==> config.mk <==
export PLATFORM = sky130hd
export DESIGN_NAME = rit_trigger_terminals
export DESIGN_NICKNAME = d
export VERILOG_FILES = /design/src/logic/rit_pkg.sv /design/src/logic/rit_trigger_terminals.sv
export SDC_FILE = /design/constraint.sdc
export NUM_CORES = 1
export LEC_CHECK = 0
export ABC_AREA = 1
export CORE_MARGIN = 4
export CORE_UTILIZATION = 55
export CTS_CLUSTER_DIAMETER = 100
export DETAILED_ROUTE_END_ITERATION = 10
export DONT_BUFFER_PORTS = 1
export HOLD_SLACK_MARGIN = 0.08
export PLACE_DENSITY = 0.67
export SKIP_LAST_GASP = 1
export SLEW_MARGIN = 0
export SYNTH_ARGS = -nofsm -noshare
export SYNTH_HDL_FRONTEND = slang
export SYNTH_SLANG_ARGS = --single-unit
==> constraint.sdc <==
create_clock -name CLK_I -period 2.7 [get_ports CLK_I]
set_input_delay 0.54 -clock CLK_I [delete_from_list [all_inputs] [get_ports CLK_I]]
set_output_delay 0.54 -clock CLK_I [all_outputs]
set_load 0.02 [all_outputs]
==> src/logic/rit_pkg.sv <==
package rit_pkg;

  // trigger source and output style selections
  typedef enum logic
  {
    SRC_INTERNAL = 1'b0,
    SRC_EXTERNAL = 1'b1
  } rit_src_t;

  typedef enum logic
  {
    STYLE_PULSE = 1'b0,
    STYLE_EDGE  = 1'b1
  } rit_style_t;

  // pulse generator states
  typedef enum logic [1:0]
  {
    PG_IDLE = 2'b00,
    PG_LOW  = 2'b01,
    PG_HELD = 2'b10
  } rit_pg_state_t;

  // configuration carried as one group
  typedef struct packed
  {
    rit_src_t   first_rank_source_select;
    rit_src_t   second_rank_in_source_select;
    rit_src_t   second_rank_out_source_select;
    rit_style_t first_rank_style;
    rit_style_t second_rank_out_style;
  } rit_cfg_t;

  localparam int unsigned CLK_HZ       = 25_000_000;
  localparam int unsigned CHAN_W       = 16;
  // pulse width in nanoseconds: nominal 2000, window 1700..2800
  localparam int unsigned PULSE_NOM_NS = 2000;
  localparam int unsigned PULSE_MIN_NS = 1700;
  localparam int unsigned PULSE_MAX_NS = 2800;
  localparam int unsigned PULSE_CYC    = (PULSE_NOM_NS * (CLK_HZ / 1_000_000)) / 1000;
  localparam int unsigned PULSE_MIN_CYC =
    (PULSE_MIN_NS * (CLK_HZ / 1_000_000) + 999) / 1000;
  localparam int unsigned PULSE_MAX_CYC = (PULSE_MAX_NS * (CLK_HZ / 1_000_000)) / 1000;
  localparam int unsigned CNT_W        = 7;
  localparam logic [CNT_W-1:0] PULSE_LEN = CNT_W'(PULSE_CYC);

  // reset values
  localparam logic [CHAN_W-1:0] RANK_RST = 16'h0000;
  localparam rit_cfg_t CFG_RST = '{SRC_INTERNAL, SRC_INTERNAL, SRC_INTERNAL,
                                   STYLE_PULSE, STYLE_PULSE};

endpackage

==> src/logic/rit_trigger_terminals.sv <==
`timescale 1ns/1ns
// Overview of operation
// - external first-rank source takes first-rank triggers from its terminal IN pin.
// - each first-rank trigger drives first-rank OUT low, pulse or edge by style.
// - every trigger pulse lasts nominally 2 us, within 1.7 to 2.8 us.
// - external second-rank source takes second-rank input triggers from its IN pin.
// - each second-rank input trigger gives one 2 us pulse, style ignored.
// - external source for outputs takes output triggers from output terminal IN pin.
// - each output trigger drives output OUT pin as pulse or edge by style.
// - first-rank input trigger samples all sixteen inputs into first-rank register.
// - second-rank trigger copies first-rank register into matching second-rank register.
// - output trigger copies first-rank output register to second rank and pins.
// - after reset all three trigger sources are internal.
module rit_trigger_terminals
(
  input  wire logic                        CLK_I,
  input  wire logic                        SRST_I,
  input  wire logic                        CE_I,
  input  wire rit_pkg::rit_cfg_t           CFG_I,
  input  wire logic                        CFG_WE_I,
  input  wire logic                        INT_FIRST_FIRST_RANK_SOURCE_SELECT_I,
  input  wire logic                        INT_SECOND_IN_FIRST_RANK_SOURCE_SELECT_I,
  input  wire logic                        INT_SECOND_OUT_FIRST_RANK_SOURCE_SELECT_I,
  input  wire logic [rit_pkg::CHAN_W-1:0]  INPUT_CHANNELS_I,
  input  wire logic [rit_pkg::CHAN_W-1:0]  FIRST_OUT_DATA_I,
  input  wire logic                        FIRST_OUT_WE_I,
  input  wire logic                        FIRST_IN_FIRST_RANK_SOURCE_SELECT_N_I,
  input  wire logic                        SECOND_IN_FIRST_RANK_SOURCE_SELECT_N_I,
  input  wire logic                        SECOND_OUT_FIRST_RANK_SOURCE_SELECT_N_I,
  output logic                             FIRST_IN_FIRST_RANK_SOURCE_SELECT_N_O,
  output logic                             SECOND_IN_FIRST_RANK_SOURCE_SELECT_N_O,
  output logic                             SECOND_OUT_FIRST_RANK_SOURCE_SELECT_N_O,
  output rit_pkg::rit_cfg_t                CFG_O,
  output logic [rit_pkg::CHAN_W-1:0]       FIRST_IN_RANK_O,
  output logic [rit_pkg::CHAN_W-1:0]       SECOND_IN_RANK_O,
  output logic [rit_pkg::CHAN_W-1:0]       FIRST_OUT_RANK_O,
  output logic [rit_pkg::CHAN_W-1:0]       OUTPUT_CHANNELS_O
);

  rit_pkg::rit_cfg_t           cfg_r,   cfg_nxt;
  logic [2:0]                  sync1_r, sync1_nxt;
  logic [2:0]                  sync2_r, sync2_nxt;
  logic [2:0]                  prev_r,  prev_nxt;
  logic [2:0]                  ext_fall;
  logic                        trig1, trig2i, trig2o;
  logic [rit_pkg::CHAN_W-1:0]  fin_r,  fin_nxt;
  logic [rit_pkg::CHAN_W-1:0]  sin_r,  sin_nxt;
  logic [rit_pkg::CHAN_W-1:0]  fout_r, fout_nxt;
  logic [rit_pkg::CHAN_W-1:0]  sout_r, sout_nxt;
  rit_pkg::rit_pg_state_t      st_r   [3];
  rit_pkg::rit_pg_state_t      st_nxt [3];
  logic [rit_pkg::CNT_W-1:0]   cnt_r  [3];
  logic [rit_pkg::CNT_W-1:0]   cnt_nxt[3];
  logic [2:0]                  fire;
  logic [2:0]                  edge_style;
  logic [2:0]                  out_n_r, out_n_nxt;

  // next state of one trigger output generator
  function automatic rit_pkg::rit_pg_state_t pg_next(
    input rit_pkg::rit_pg_state_t st,
    input logic [rit_pkg::CNT_W-1:0] cnt,
    input logic go,
    input logic held);
    rit_pkg::rit_pg_state_t n;
    n = st;
    case (st)
      rit_pkg::PG_IDLE: if (go) n = held ? rit_pkg::PG_HELD : rit_pkg::PG_LOW;
      rit_pkg::PG_LOW:  if (cnt == 1) n = rit_pkg::PG_IDLE;
      rit_pkg::PG_HELD: if (go) n = held ? rit_pkg::PG_HELD : rit_pkg::PG_LOW;
      default:          n = rit_pkg::PG_IDLE;
    endcase
    return n;
  endfunction

  // configuration register, internal after reset
  always_comb
  begin
    cfg_nxt = CFG_WE_I ? CFG_I : cfg_r;
  end

  always_ff @(posedge CLK_I)
  begin
    if (SRST_I)
      cfg_r <= rit_pkg::CFG_RST;
    else if (CE_I)
      cfg_r <= cfg_nxt;
  end

  // two-flop synchronizers and falling edge detect on the IN pins
  always_comb
  begin
    sync1_nxt = {SECOND_OUT_FIRST_RANK_SOURCE_SELECT_N_I, SECOND_IN_FIRST_RANK_SOURCE_SELECT_N_I, FIRST_IN_FIRST_RANK_SOURCE_SELECT_N_I};
    sync2_nxt = sync1_r;
    prev_nxt  = sync2_r;
    ext_fall  = prev_r & ~sync2_r;
  end

  always_ff @(posedge CLK_I)
  begin
    if (SRST_I)
    begin
      sync1_r <= 3'h7;
      sync2_r <= 3'h7;
      prev_r  <= 3'h7;
    end
    else if (CE_I)
    begin
      sync1_r <= sync1_nxt;
      sync2_r <= sync2_nxt;
      prev_r  <= prev_nxt;
    end
  end

  // trigger source selection
  always_comb
  begin
    trig1  = (cfg_r.first_rank_source_select == rit_pkg::SRC_EXTERNAL)
             ? ext_fall[0] : INT_FIRST_FIRST_RANK_SOURCE_SELECT_I;
    trig2i = (cfg_r.second_rank_in_source_select == rit_pkg::SRC_EXTERNAL)
             ? ext_fall[1] : INT_SECOND_IN_FIRST_RANK_SOURCE_SELECT_I;
    trig2o = (cfg_r.second_rank_out_source_select == rit_pkg::SRC_EXTERNAL)
             ? ext_fall[2] : INT_SECOND_OUT_FIRST_RANK_SOURCE_SELECT_I;
  end

  // rank registers
  always_comb
  begin
    fin_nxt  = trig1 ? INPUT_CHANNELS_I : fin_r;
    sin_nxt  = trig2i ? fin_r : sin_r;
    fout_nxt = FIRST_OUT_WE_I ? FIRST_OUT_DATA_I : fout_r;
    sout_nxt = trig2o ? fout_r : sout_r;
  end

  always_ff @(posedge CLK_I)
  begin
    if (SRST_I)
    begin
      fin_r  <= rit_pkg::RANK_RST;
      sin_r  <= rit_pkg::RANK_RST;
      fout_r <= rit_pkg::RANK_RST;
      sout_r <= rit_pkg::RANK_RST;
    end
    else if (CE_I)
    begin
      fin_r  <= fin_nxt;
      sin_r  <= sin_nxt;
      fout_r <= fout_nxt;
      sout_r <= sout_nxt;
    end
  end

  // trigger output generators: pulse or held low edge
  always_comb
  begin
    fire       = {trig2o, trig2i, trig1};
    edge_style = {cfg_r.second_rank_out_style == rit_pkg::STYLE_EDGE,
                  1'b0,
                  cfg_r.first_rank_style == rit_pkg::STYLE_EDGE};
    for (int i = 0; i < 3; i++)
    begin
      st_nxt[i]  = pg_next(st_r[i], cnt_r[i], fire[i], edge_style[i]);
      cnt_nxt[i] = (st_nxt[i] == rit_pkg::PG_LOW && st_r[i] != rit_pkg::PG_LOW)
                   ? rit_pkg::PULSE_LEN
                   : (st_r[i] == rit_pkg::PG_LOW ? cnt_r[i] - 1'b1 : cnt_r[i]);
      out_n_nxt[i] = (st_nxt[i] == rit_pkg::PG_IDLE);  // flop: no glitch on held to low
    end
  end

  always_ff @(posedge CLK_I)
  begin
    for (int i = 0; i < 3; i++)
    begin
      if (SRST_I)
      begin
        st_r[i]  <= rit_pkg::PG_IDLE;
        cnt_r[i] <= '0;
        out_n_r[i] <= 1'b1;
      end
      else if (CE_I)
      begin
        st_r[i]  <= st_nxt[i];
        cnt_r[i] <= cnt_nxt[i];
        out_n_r[i] <= out_n_nxt[i];
      end
    end
  end

  // outputs
  always_comb
  begin
    FIRST_IN_FIRST_RANK_SOURCE_SELECT_N_O   = out_n_r[0];
    SECOND_IN_FIRST_RANK_SOURCE_SELECT_N_O  = out_n_r[1];
    SECOND_OUT_FIRST_RANK_SOURCE_SELECT_N_O = out_n_r[2];
    CFG_O               = cfg_r;
    FIRST_IN_RANK_O     = fin_r;
    SECOND_IN_RANK_O    = sin_r;
    FIRST_OUT_RANK_O    = fout_r;
    OUTPUT_CHANNELS_O   = sout_r;
  end

  // helper: cycles spent low in pulse state
  logic [rit_pkg::CNT_W-1:0] low_len_r [3];
  always_ff @(posedge CLK_I)
  begin
    for (int i = 0; i < 3; i++)
    begin
      if (SRST_I || st_r[i] != rit_pkg::PG_LOW)
        low_len_r[i] <= '0;
      else if (CE_I)
        low_len_r[i] <= low_len_r[i] + 1'b1;
    end
  end
endmodule
==> key figures <==
Outcome
  – Status: finished clean

Critical path
  – Crit. End Element: flip-flop
  – Critical Path Source Type: flip-flop
  – Crit path top cell by count: nand3_1
  – Worst path cell trace: nand3_1 -> nand2_1 -> nand3_1 -> a21oi_1
  – Max stage delay on crit path: 620 ps
  – Worst path arrival time: 1940 ps
  – Crit-path max FO: 7
  – CP max-delay cell: a21oi_1
  – Setup CP Type: flip-flop to flip-flop
  – Crit path required time: 2700 ps

Synthesis
  – Post-synthesis sequential area ratio: 0.558
  – Post-Synthesis Net Count: 581
  – Mean post-synth cell area: 8.27 sq um
  – Cell variety after synth: 27
  – Post-Syn Area: 4360 sq um
  – Yosys warns: 0
  – Synth Instances: 527
  – Number of synthesized register bits: 108

Layout
  – Most frequent cells in the layout: nor2_1, dfxtp_1, o21ai_0
  – Fin nets: 575
  – Fillers: 727
  – Layout cells sized above 1: 0.0760
  – Synth-to-Final Area Change: 5.60%
  – N_diodes: 0
  – Fin cells: 628
  – Design Area, Final: 4600 sq um
  – Commonest non-fill, non-tap cell in the layout: nor2_1

Min path
  – Hold Crit Class: primary input to flip-flop

Global routing
  – Global-route wire length before repair: 15700 microns
  – GR Overflow Total: 0
  – Vias in the first global route: 3118
  – Gr usage total: 0.204
  – Initial antenna violation count: 0
  – Largest net degree at the start of global routing: 55

Die
  – Core Region: 7730 sq um
  – Die Y: 97.0 microns
  – Die W: 97.0 microns
  – Num rows: 32
  – Initial Utilization: 0.564
  – Die area: 9410 sq um
  – # IOs: 120

Routing
  – Initial DRT Pass Iterations: 5
  – DRC Markers: 0
  – Detail Route Antenna Nets: 0
  – Post-DR vias/cell: 5.27
  – Vias: 3312
  – Initial DRC Count: 149
  – Wire per inst: 15.4 microns
  – WL final: 9650 microns

STA
  – Final period utilization: 0.719
  – RSZ-0062 raised after global routing: false
  – Fin. Hold Viols: 0
  – Least-Margin Pin Slew: 694 ps
  – Final Max Tran Viols: 0
  – Skew final: 12.1 ps
  – Slew headroom: 0.537
  – Fin Setup TNS: 0 ps
  – Achievable Freq: 0.515 GHz
  – Post-route minimum period: 1940 ps
  – Setup violations, final: 0

Placed design
  – Port Buffer Count: 0
  – Placed Cells incl. Taps: 612
  – DP HPWL: 7020 microns
  – Routability cong.: 0.774
  – Placed Area: 4400 sq um

Clocking
  – Clock transition at path regs: 110 ps
  – H-Tree Level Count: 3
  – Post-CTS Setup Inserts: 0
  – CTS Hold Bufs: 0
  – Cts bufs inserted: 9
  – CTS Buffer Depth: 2
  – Clk_lat worst skew: 360 ps
  – Clock sinks: 108
  – CTS resizes: 0
  – Root buffer cell: clkbuf_8
  – CTS tree: yes

Power
  – Leakage: 0.00187 uW
  – PD cells: 711 nW/um^2
  – Total Power: 3270 uW
  – VDD IR-drop max: 0.000365 V

Job
  – Max cap viols: 0
critical path: cells and delay by family (launching register included):
| family | cells | cell delay (ps) |
|---|---|---|
| DFF | 1 | 480 |
| AOI/OAI and AO/OA | 1 | 620 |
| and+or+nand+nor | 3 | 490 |
synth_stat cells:
library cell | count | area, sq um
o21ai_0 | 58 | 290
nand3b_1 | 1 | 7.51
buf_4 | 5 | 37.5
ha_1 | 6 | 75.1
nand3_1 | 31 | 155
a21oi_1 | 41 | 205
clkbuf_1 | 9 | 33.8
nand3_2 | 1 | 10.0
nand2_2 | 4 | 25.0
inv_1 | 34 | 128
clkinv_1 | 1 | 3.75
nand2_1 | 56 | 210
o21ai_2 | 1 | 8.76
a22oi_1 | 3 | 22.5
nor2_4 | 1 | 11.3
nor2_1 | 136 | 510
xor2_1 | 4 | 35.0
dfxtp_1 | 81 | 1620
nand4_1 | 2 | 12.5
o22ai_1 | 1 | 6.26
inv_2 | 6 | 22.5
or2_2 | 8 | 50.1
buf_2 | 5 | 25.0
buf_6 | 1 | 11.3
edfxtp_1 | 27 | 811
nor3_2 | 1 | 10.0
a31oi_1 | 3 | 18.8
cell type report:
type	instances	area, sq um	area share
Clock buffer	12	166	0.0362
Inverter	41	154	0.0334
Multi-Input combinational cell	358	1660	0.362
Clock inverter	4	35.0	0.00761
Tap cell	102	128	0.0277
Timing Repair Buffer	3	22.5	0.00489
Sequential cell	108	2430	0.529
sequential cells by signal, summed over array words and instances (netlist names):
register / cells
FIRST_OUT_RANK_O: 16
SECOND_IN_RANK_O: 16
cnt_r: 21
out_n_r: 3
st_r: 6
prev_r: 3
CFG_O: 5
sync1_r: 3
OUTPUT_CHANNELS_O: 16
FIRST_IN_RANK_O: 16
prev_nxt: 3
routing by layer:
layer / up-vias / global-route usage / wire [microns]
met5: - / 0 / 0
met3: 11 / 0.0714 / 885
met4: 0 / 0.0713 / 116
li1: 1709 / - / -
met1: 1491 / 0.261 / 4070
met2: 101 / 0.322 / 4580
power by group:
part	switching, uW	leakage, uW	internal (uW)
clock	547	0.000103	430
combinational	223	0.000818	117
sequential	172	0.000949	1780
worst paths after layout:
path / slack (ps) / cells past startpoint / to / startpoint
max: 760 / 4 / cnt_r[0][4] / CFG_O[4]
min: 240 / 1 / OUTPUT_CHANNELS_O[14] / SRST_I
max reg2reg: 760 / 4 / cnt_r[0][4] / CFG_O[4]
min reg2reg: 470 / 2 / sync1_r[0] / sync1_r[0]
metrics by stage:
stage               setup WS (ps)   util  hold slack, ps
floorplan                     842      -             435
global placement              857  0.569             453
detailed placement            761  0.569             459
CTS                           745  0.596             223
global route                  558  0.596             216
finish                        758  0.596             237
kinds of logic after synthesis:
logic type                 Yosys count  synth area share
and+or+nand+nor                    241             0.230
DFF                                108             0.558
AOI/OAI and AO/OA                  107             0.127
buffers and inverters               61            0.0600
adders and majority gates            6            0.0172
xor gates and xnor gates             4           0.00804
(Power assumes the default switching activity.)
